## config.mk

```make
export PLATFORM = sky130hd
export DESIGN_NAME = blc_threshold_ctrl
export DESIGN_NICKNAME = d
export VERILOG_FILES = /design/src/shared/blc_pkg.sv /design/src/core/blc_threshold_ctrl.sv /design/src/core/blc_gain_max.sv
export SDC_FILE = /design/constraint.sdc
export NUM_CORES = 1
export LEC_CHECK = 0
export BUFFER_PORTS_ARGS = -buffer_cell sky130_fd_sc_hd__buf_2
export CORE_AREA = 4 4 127 129
export CTS_CLUSTER_SIZE = 8
export DETAILED_ROUTE_END_ITERATION = 12
export DIE_AREA = 0 0 131 133
export SYNTH_ARGS = -nofsm -noshare
export SYNTH_HDL_FRONTEND = slang
export SYNTH_SLANG_ARGS = --single-unit
```

## constraint.sdc

```tcl
create_clock -name sys_clk -period 4 [get_ports sys_clk]
set_input_delay 0.8 -clock sys_clk [delete_from_list [all_inputs] [get_ports sys_clk]]
set_output_delay 0.8 -clock sys_clk [all_outputs]
set_load 0.01 [all_outputs]
```

## src/shared/blc_pkg.sv

```systemverilog
// Package for the black level threshold control block
package blc_pkg;
	// Register addresses (8-bit sensor register space)
	localparam logic [7:0]  BLC_ADDR_THRESH   = 8'h5f;
	localparam logic [7:0]  BLC_ADDR_CTRL     = 8'h62;
	// Threshold register fields
	localparam int          BLC_NOGAIN_BIT    = 15;
	localparam int          BLC_HI_MSB        = 14;
	localparam int          BLC_HI_LSB        = 8;
	localparam int          BLC_OVR_BIT       = 7;
	localparam int          BLC_LO_MSB        = 5;
	localparam int          BLC_LO_LSB        = 0;
	// Control register fields
	localparam int          BLC_NOSWEEP_BIT   = 15;
	localparam int          BLC_RESTART_BIT   = 12;
	localparam int          BLC_NOHIRST_BIT   = 11;
	localparam logic [15:0] BLC_CTRL_WMASK    = 16'h9807;
	// Reset values and limit arithmetic
	localparam logic [5:0]  BLC_LO_RESET      = 6'h00_04;
	localparam logic [6:0]  BLC_HI_MARGIN     = 7'h05;
	localparam logic [15:0] BLC_THRESH_RESET  = 16'h0904;
	localparam logic [15:0] BLC_CTRL_RESET    = 16'h0000;
	localparam logic [6:0]  BLC_JUMP_LOW_LIM  = 7'h40;
	localparam logic [6:0]  BLC_JUMP_MID_LIM  = 7'h77;
	localparam logic [6:0]  BLC_JUMP_LOW_ADD  = 7'h02;
	localparam logic [6:0]  BLC_JUMP_MID_ADD  = 7'h04;
	localparam logic [6:0]  BLC_HI_CLAMP      = 7'h7b;
	localparam logic [6:0]  BLC_HI_MAX        = 7'h7f;

	// Register write request
	typedef struct packed {
		logic        en;
		logic [7:0]  addr;
		logic [15:0] data;
	} blc_wr_t;

	// Calibration event from the filter
	typedef struct packed {
		logic        jump;
		logic [6:0]  level;
	} blc_jump_t;
endpackage

```

## src/core/blc_threshold_ctrl.sv

```systemverilog
// Black level threshold and calibration control registers and limits
//
// Overview of operation
// No-gain-dependence set: lower limit programmed, upper reloaded from field on restart.
// No-gain-dependence and override clear: both limits derived automatically.
// Upper limit is a seven-bit field, default lower limit plus five.
// Override set: upper limit equals programmed seven-bit field.
// No-gain set, override clear: upper reloaded from field after every restart unless control bit 11 is set.
// Override fixes both limits to fields; clear means automatic adjustment.
// Lower threshold held in six-bit field at bottom of threshold register.
// Automatic lower limit: max gain/4 times (bit6+1) times (bit7+1).
// Gain operand is the maximum of the four colour gains.
// Jump, new level under 64: upper = lower + 2 + twice excess.
// Jump, new level 64 to 118: upper = new level plus four.
// Jump, new level above middle range: upper clamped to 123.
// After restart upper resets to lower+5 auto, or field on override.
// Control bit 11 suppresses the post-restart upper limit reset.
// Control bit 15 skips the rapid sweep after new gain settings.
// Software keeps reserved control bits 14 and 10..3 at zero.
// Writing control bit 12 restarts average and sweep; bit self-clears.
// Register values sampled at each evaluation start; writes apply next evaluation. Code reads control bit 15 unsampled.
`timescale 1ns/100ps
module blc_threshold_ctrl
	import blc_pkg::*;
#(
	parameter int NUM_GAINS = 4
)
(
	// Clock and reset
	input  wire logic                   sys_clk,
	input  wire logic                   sys_rst,
	// Register port (sensor register file side)
	input  wire blc_wr_t                reg_wr,
	input  wire logic [7:0]             reg_rd_addr,
	output logic      [15:0]            reg_rd_data,
	// Gain settings
	input  wire logic [NUM_GAINS*8-1:0] gain_settings,
	input  wire logic                   gain_update,
	// Calibration filter events
	input  wire logic                   eval_start,
	input  wire logic                   recalc_done,
	input  wire blc_jump_t              cal_jump,
	// Outputs to the calibration loop
	output logic      [5:0]             lower_black_limit,
	output logic      [6:0]             upper_black_limit,
	output logic                        avg_restart,
	output logic                        sweep_start
);
	logic [15:0] thresh_q;
	logic [15:0] ctrl_q;
	logic [15:0] thresh_s_q;
	logic [15:0] ctrl_s_q;
	logic [7:0]  largest_gain_setting;
	logic [5:0]  auto_lo;
	logic [5:0]  lo_d;
	logic [6:0]  hi_d;
	logic [6:0]  hi_q;
	logic        restart_req_q;
	logic        ovr;
	logic        nogain;
	logic [6:0]  field_hi;
	logic [5:0]  field_lo;
	logic [6:0]  lo7;
	logic [6:0]  excess;
	logic [7:0]  low_jump_sum;

	// Largest gain and automatic lower limit
	blc_gain_max #(
		.NUM_GAINS            (NUM_GAINS)
	) u_gain_max (
		.sys_clk              (sys_clk),
		.sys_rst              (sys_rst),
		.gain_settings        (gain_settings),
		.largest_gain_setting (largest_gain_setting),
		.auto_lower_limit     (auto_lo)
	);

	// Threshold register, fully writable
	always_ff @(posedge sys_clk or posedge sys_rst)
	begin
		if (sys_rst)
			thresh_q <= BLC_THRESH_RESET;
		else if (reg_wr.en && reg_wr.addr == BLC_ADDR_THRESH)
			thresh_q <= reg_wr.data;
	end

	// Control register; reserved bits forced to zero, restart bit never stored
	always_ff @(posedge sys_clk or posedge sys_rst)
	begin
		if (sys_rst)
			ctrl_q <= BLC_CTRL_RESET;
		else if (reg_wr.en && reg_wr.addr == BLC_ADDR_CTRL)
			ctrl_q <= reg_wr.data & BLC_CTRL_WMASK & ~(16'h0001 << BLC_RESTART_BIT);
	end

	// Restart request held until the next evaluation start
	always_ff @(posedge sys_clk or posedge sys_rst)
	begin
		if (sys_rst)
			restart_req_q <= 1'b0;
		else if (reg_wr.en && reg_wr.addr == BLC_ADDR_CTRL && reg_wr.data[BLC_RESTART_BIT])
			restart_req_q <= 1'b1;
		else if (eval_start)
			restart_req_q <= 1'b0;
	end

	// Snapshot of both registers taken at evaluation start
	always_ff @(posedge sys_clk or posedge sys_rst)
	begin
		if (sys_rst)
		begin
			thresh_s_q <= BLC_THRESH_RESET;
			ctrl_s_q   <= BLC_CTRL_RESET;
		end
		else if (eval_start)
		begin
			thresh_s_q <= thresh_q;
			ctrl_s_q   <= ctrl_q;
		end
	end

	// Readback; bit 12 always reads zero since it self-clears
	always_comb
	begin
		unique case (reg_rd_addr)
			BLC_ADDR_THRESH: reg_rd_data = thresh_q;
			BLC_ADDR_CTRL:   reg_rd_data = ctrl_q;
			default:         reg_rd_data = 16'h0000;
		endcase
	end

	assign ovr      = thresh_s_q[BLC_OVR_BIT];
	assign nogain   = thresh_s_q[BLC_NOGAIN_BIT];
	assign field_hi = thresh_s_q[BLC_HI_MSB:BLC_HI_LSB];
	assign field_lo = thresh_s_q[BLC_LO_MSB:BLC_LO_LSB];

	// Lower limit source: field when override or no-gain, else automatic
	always_comb
	begin
		if (ovr || nogain)
			lo_d = field_lo;
		else
			lo_d = auto_lo;
	end

	assign lo7          = {1'b0, lower_black_limit};
	assign excess       = cal_jump.level - lo7;
	assign low_jump_sum = {1'b0, lo7} + {1'b0, BLC_JUMP_LOW_ADD} + {excess, 1'b0};

	// Upper limit next value; override wins, then restart, then jump
	always_comb
	begin
		hi_d = hi_q;
		if (ovr)
			hi_d = field_hi;
		else if (avg_restart && !ctrl_s_q[BLC_NOHIRST_BIT])
		begin
			if (nogain)
				hi_d = field_hi;
			else
				hi_d = lo7 + BLC_HI_MARGIN;
		end
		else if (cal_jump.jump)
		begin
			if (cal_jump.level < BLC_JUMP_LOW_LIM)
				hi_d = (low_jump_sum > {1'b0, BLC_HI_MAX}) ? BLC_HI_MAX
					: low_jump_sum[6:0];
			else if (cal_jump.level < BLC_JUMP_MID_LIM)
				hi_d = cal_jump.level + BLC_JUMP_MID_ADD;
			else
				hi_d = BLC_HI_CLAMP;
		end
	end

	// Limits
	always_ff @(posedge sys_clk or posedge sys_rst)
	begin
		if (sys_rst)
		begin
			lower_black_limit <= BLC_LO_RESET;
			hi_q              <= {1'b0, BLC_LO_RESET} + BLC_HI_MARGIN;
		end
		else
		begin
			lower_black_limit <= lo_d;
			hi_q              <= hi_d;
		end
	end
	assign upper_black_limit = hi_q;

	// Restart pulse: software request at evaluation start, or filter recalculation
	always_ff @(posedge sys_clk or posedge sys_rst)
	begin
		if (sys_rst)
			avg_restart <= 1'b0;
		else
			avg_restart <= (eval_start && restart_req_q) || recalc_done;
	end

	// Sweep: forced by software restart request (not recalculation), gain-triggered unless bit 15 set
	always_ff @(posedge sys_clk or posedge sys_rst)
	begin
		if (sys_rst)
			sweep_start <= 1'b0;
		else
			sweep_start <= (eval_start && restart_req_q)
				|| (gain_update && !ctrl_q[BLC_NOSWEEP_BIT]);
	end

	// Assertions
	chk_ovr_hi: assert property (@(posedge sys_clk) disable iff (sys_rst)
		ovr |=> upper_black_limit == $past(field_hi))
		else $error("override upper limit mismatch");
	chk_lo_field: assert property (@(posedge sys_clk) disable iff (sys_rst)
		(ovr || nogain) |=> lower_black_limit == $past(field_lo))
		else $error("lower limit not from field");
	chk_lo_auto: assert property (@(posedge sys_clk) disable iff (sys_rst)
		!(ovr || nogain) |=> lower_black_limit == $past(auto_lo))
		else $error("lower limit not automatic");
	chk_restart_hi: assert property (@(posedge sys_clk) disable iff (sys_rst)
		(avg_restart && !ovr && !nogain && !ctrl_s_q[BLC_NOHIRST_BIT])
		|=> upper_black_limit == $past(lo7) + BLC_HI_MARGIN)
		else $error("upper limit not reset to lower plus five");
	chk_nogain_hi: assert property (@(posedge sys_clk) disable iff (sys_rst)
		(avg_restart && !ovr && nogain && !ctrl_s_q[BLC_NOHIRST_BIT])
		|=> upper_black_limit == $past(field_hi))
		else $error("upper limit not reloaded from field");
	chk_hold_hi: assert property (@(posedge sys_clk) disable iff (sys_rst)
		(avg_restart && !ovr && ctrl_s_q[BLC_NOHIRST_BIT] && !cal_jump.jump)
		|=> $stable(upper_black_limit))
		else $error("upper limit reset despite suppression");
	chk_jump_mid: assert property (@(posedge sys_clk) disable iff (sys_rst)
		(cal_jump.jump && !ovr && !avg_restart && cal_jump.level >= BLC_JUMP_LOW_LIM
		&& cal_jump.level < BLC_JUMP_MID_LIM)
		|=> upper_black_limit == $past(cal_jump.level) + BLC_JUMP_MID_ADD)
		else $error("mid range jump limit wrong");
	chk_jump_clamp: assert property (@(posedge sys_clk) disable iff (sys_rst)
		(cal_jump.jump && !ovr && !avg_restart && cal_jump.level >= BLC_JUMP_MID_LIM)
		|=> upper_black_limit == BLC_HI_CLAMP)
		else $error("high jump not clamped");
	chk_no_sweep: assert property (@(posedge sys_clk) disable iff (sys_rst)
		(gain_update && ctrl_q[BLC_NOSWEEP_BIT] && !(eval_start && restart_req_q))
		|=> !sweep_start)
		else $error("sweep despite disable bit");
	chk_restart_pulse: assert property (@(posedge sys_clk) disable iff (sys_rst)
		(eval_start && restart_req_q) |=> avg_restart && sweep_start ##1 !restart_req_q)
		else $error("restart request not serviced");
	chk_ctrl_clear: assert property (@(posedge sys_clk) disable iff (sys_rst)
		!ctrl_q[BLC_RESTART_BIT])
		else $error("restart bit stored");

	// Low jump: lower + 2 + twice the excess, worked out in int so no wrap hides
	chk_jump_low: assert property (@(posedge sys_clk) disable iff (sys_rst)
		(cal_jump.jump && !ovr && !avg_restart && cal_jump.level < BLC_JUMP_LOW_LIM
		&& cal_jump.level >= lo7)
		|=> int'(upper_black_limit)
		== ((2 * int'($past(cal_jump.level)) + 2 - int'($past(lo7)) > 127) ? 127
		: 2 * int'($past(cal_jump.level)) + 2 - int'($past(lo7))))
		else $error("low range jump limit wrong");

	// Snapshot only moves at an evaluation start
	chk_snap_hold: assert property (@(posedge sys_clk) disable iff (sys_rst)
		!eval_start |=> $stable(thresh_s_q) && $stable(ctrl_s_q))
		else $error("register snapshot moved outside evaluation");

	// New gains start a sweep while bit 15 is clear
	chk_gain_sweep: assert property (@(posedge sys_clk) disable iff (sys_rst)
		(gain_update && !ctrl_q[BLC_NOSWEEP_BIT]) |=> sweep_start)
		else $error("no sweep after new gains");

	// Reserved control bits never read back as one
	chk_rd_reserved: assert property (@(posedge sys_clk) disable iff (sys_rst)
		(reg_rd_addr == BLC_ADDR_CTRL) |-> (reg_rd_data & ~BLC_CTRL_WMASK) == 16'h0000)
		else $error("reserved control bit reads one");

	// A finished recalculation always restarts the average
	chk_recalc_restart: assert property (@(posedge sys_clk) disable iff (sys_rst)
		recalc_done |=> avg_restart)
		else $error("recalculation without average restart");

	// Largest gain is never below any colour gain of the cycle before
	for (genvar g = 0; g < NUM_GAINS; g++)
	begin : gen_gain_chk
		chk_gain_max: assert property (@(posedge sys_clk) disable iff (sys_rst)
			1'b1 |=> largest_gain_setting >= $past(gain_settings[g*8 +: 8]))
			else $error("largest gain below a colour gain");
	end

	// Main scenarios: low jump, software restart, programmed modes, sweeps, held limit
	cov_jump_low: cover property (@(posedge sys_clk) disable iff (sys_rst)
		cal_jump.jump && !ovr && cal_jump.level < BLC_JUMP_LOW_LIM);
	cov_restart: cover property (@(posedge sys_clk) disable iff (sys_rst)
		eval_start && restart_req_q);
	cov_ovr: cover property (@(posedge sys_clk) disable iff (sys_rst) ovr && nogain);
	cov_gain_sweep: cover property (@(posedge sys_clk) disable iff (sys_rst) sweep_start);
	cov_hold_hi: cover property (@(posedge sys_clk) disable iff (sys_rst)
		avg_restart && ctrl_s_q[BLC_NOHIRST_BIT]);
endmodule

```

## src/core/blc_gain_max.sv

```systemverilog
// Largest-gain selector and automatic lower limit
`timescale 1ns/100ps
module blc_gain_max
	import blc_pkg::*;
#(
	parameter int NUM_GAINS = 4
)
(
	// Clock and reset
	input  wire logic                   sys_clk,
	input  wire logic                   sys_rst,
	// Gain settings
	input  wire logic [NUM_GAINS*8-1:0] gain_settings,
	// Results
	output logic      [7:0]             largest_gain_setting,
	output logic      [5:0]             auto_lower_limit
);
	logic [7:0] max_c;
	logic [9:0] prod_c;

	// Maximum over all colour gains
	always_comb
	begin
		max_c = gain_settings[7:0];
		for (int i = 1; i < NUM_GAINS; i++)
			if (gain_settings[i*8 +: 8] > max_c)
				max_c = gain_settings[i*8 +: 8];
	end

	// Gain/4 scaled by (bit6+1)*(bit7+1); saturate to the 6-bit field
	always_comb
	begin
		prod_c = {4'h0, max_c[5:0]} >> 2;
		if (max_c[6])
			prod_c = prod_c << 1;
		if (max_c[7])
			prod_c = prod_c << 1;
	end

	// Registered to keep the comparator tree off the limit path
	always_ff @(posedge sys_clk or posedge sys_rst)
	begin
		if (sys_rst)
		begin
			largest_gain_setting <= 8'h00;
			auto_lower_limit     <= BLC_LO_RESET;
		end
		else
		begin
			largest_gain_setting <= max_c;
			auto_lower_limit     <= (prod_c > 10'h03f) ? 6'h3f : prod_c[5:0];
		end
	end
endmodule

```

==> results.ini <==
[outcome]
status=finished with violations
violations=setup timing

[placement]
port_buffers=108
routabilityCongestion=0.894
placed_area_sq_mm=0.00569
hpwl_um=9640

[synth]
ys_seq_area_frac=0.336
yosysTopAreaCellShare=0.277
synthMostInstantiatedCell=dfrtp_1
synth_ff_type=dfrtp_1
ys.warnings.count=0
synth_seq_cells=59
async_flop_share=1.00
syn_area_sq_mm=0.00443
syn_nets=575
yosysTopAreaCell=dfrtp_1
synth_edf_count=0
synthTopCellsByCount=dfrtp_1, mux2_2, ha_1
ys_types=64
syn_inst=455
synthTopCellsByArea=dfrtp_1, mux2_2, ha_1
avgSynthCellArea_sq_um=9.74

[layout]
stdcell_area_sq_mm=0.00631
n_antenna_cell=0
final_nets=754
nFillCells=1435
area_growth_pct=42.3
drive_gt1_frac=0.479

[sta]
relSlewSlack=0.460
final.period_utilization=1.37
finalHoldViolations=0
final.setup.worst_slack_ps=-1490
hold_ws_ps=485
fmax_mhz=182
setup_viol=6
finalMaxSlewViolations=0
worstMarginPinSlew_ps=808
period_needed_ps=5490
rsz0062_at_grt=true
skew_ps=6.04

[worst_setup_path]
crit_required_ps=4200
cp_max_fo=6
cp.buffers_inverters=4
max_stage_delay_ps=460
cp-end-kind=flop
crit_path_top_delay_cell=or4b_1
critPathTopFamily=simple AND/OR/NAND/NOR gates
path_class=primary input to flop
start_kind=primary input
crit_path_frequent_cell=ha_4
arrival_ps=5690

[pwr]
ir_worst_vdd_mv=0.273
leakage_nw=3.22
p_per_area_mw_per_mm2=512

[min_path]
hp-class=flop to flop

[route]
postRouteAntennaNets=0
highest_layer=met4
wl_met3_um=521
vias_per_cell=4.89
dr.pass1.iters=4
routed_wl_um=12000
vias=4044
wl_met1_um=5030
dr_wl_met2_um=6350
dr.first_iter.drc_count=179
wire_per_inst_um=14.5
drc=0

[clocking]
numCtsBuffers=9
clock_latency_ps=320
clock-root-buffer=clkbuf_16
cts_tree=done
path_clk_slew_ps=50
h-tree-depth=3
cts_sinks=59
cts.path.max_buffers=2

[floorplan]
start_util=0.295
die_x_um=131
placementRows=45
chipHeight_um=133
pin_count=109
core_sq_mm=0.0150
die-area_sq_mm=0.0174

[global_routing]
grt_pass1_vias=4191
grt_pass1_wl_um=19600
track_usage=0.138
grt-ovfl-total=0
antenna_found_initial=0
grt_max_degree=37

[flow_run]
max_cap_viol_count=0

flip-flops by register name (all words and copies together) (netlist names):
signal,cells
ctrl_s_q,1
avg_restart,1
thresh_q,16
thresh_s_q,15
lower_black_limit,6
ctrl_q,5
u_gain_max.auto_lower_limit,6
sweep_start,1
upper_black_limit,7
restart_req_q,1
where the power goes:
group          switching, mW  internal, mW  total (mW)
sequential            0.0845         0.715       0.799
clock                  0.251         0.529       0.781
combinational          0.824         0.827        1.65
per-layer routing:
metal,vias up,GRT usage
met4,0,0.0309
met1,1932,0.165
met2,91,0.248
met3,14,0.0303
li1,2007,-
met5,-,0
area by class of cell:
cell class | count | area (sq um) | share of cell area
flip-flops and latches | 59 | 1490 | 0.236
multi-input cells | 343 | 2990 | 0.474
inverters | 39 | 154 | 0.0244
well taps | 188 | 235 | 0.0373
repair buffers | 182 | 1120 | 0.178
clock buffers | 12 | 267 | 0.0423
clock inverters | 4 | 47.5 | 0.00754
through the flow:
step / cells / setup TNS (ps) / total power, mW / setup slack, ps / util
after floorplan: 455 / -8980 / 1.86 / -1620 / -
after global placement: 796 / -9930 / 2.30 / -1730 / 0.378
after detailed placement: 796 / -11060 / 2.35 / -1920 / 0.378
after CTS: 820 / -7620 / 3.22 / -1300 / 0.412
after global routing: 827 / -10390 / 3.51 / -1740 / 0.420
final: 827 / -8780 / 3.23 / -1490 / 0.420
final timing paths:
path / start / endpoint / slack, ps / depth (start not counted)
hold reg to reg: u_gain_max.auto_lower_limit[4] / lower_black_limit[4] / 480 / 1
max in group asynchronous: sys_rst / thresh_q[8] / 2640 / 3
setup reg to reg: lower_black_limit[1] / upper_black_limit[3] / 460 / 14
min in group asynchronous: sys_rst / upper_black_limit[2] / 500 / 2
setup / recovery: gain_settings[1] / u_gain_max.auto_lower_limit[4] / -1490 / 26
hold / removal: u_gain_max.auto_lower_limit[4] / lower_black_limit[4] / 480 / 1
cell families (layout without fill, tap and decap cells):
group / Yosys count / in the layout / synth area share
adders and majority gates: 42 / 42 / 0.122
buffers and inverters: 53 / 237 / 0.0471
xor gates and xnor gates: 12 / 12 / 0.0268
AOI/OAI and AO/OA: 107 / 107 / 0.165
DFF: 59 / 59 / 0.336
and+or+nand+nor: 119 / 119 / 0.147
muxes: 63 / 63 / 0.156
what timing repair did:
action / in CTS / in global routing
endpoints found under the setup margin: 6 / 6
hold buffers: 0 / 0
gates resized for setup: 31 / 14
pin swaps: 21 / 11
setup buffers: 8 / 8
placed cells by master, fill, tap and decap left out, types with 6 or more instances in the layout:
master     Yosys  routed
ha_1          40      34
a22o_1         6       6
nor2b_1        8       7
mux2i_1       15      10
and2_1        13      13
o21ai_0       25      14
nand3_1        8       8
clkbuf_16      0       9
buf_4          0      71
a21oi_2        0       6
inv_1         39      34
a21o_1         8       8
a21oi_1       27      21
mux2_2        47      45
o21ai_1        0       7
nand2_1       30      30
buf_2          2     106
ha_4           0       6
nor2_1        25      22
dfstp_2       10      10
xnor2_1        8       8
dfrtp_1       49      49
(Power assumes the default switching activity.)
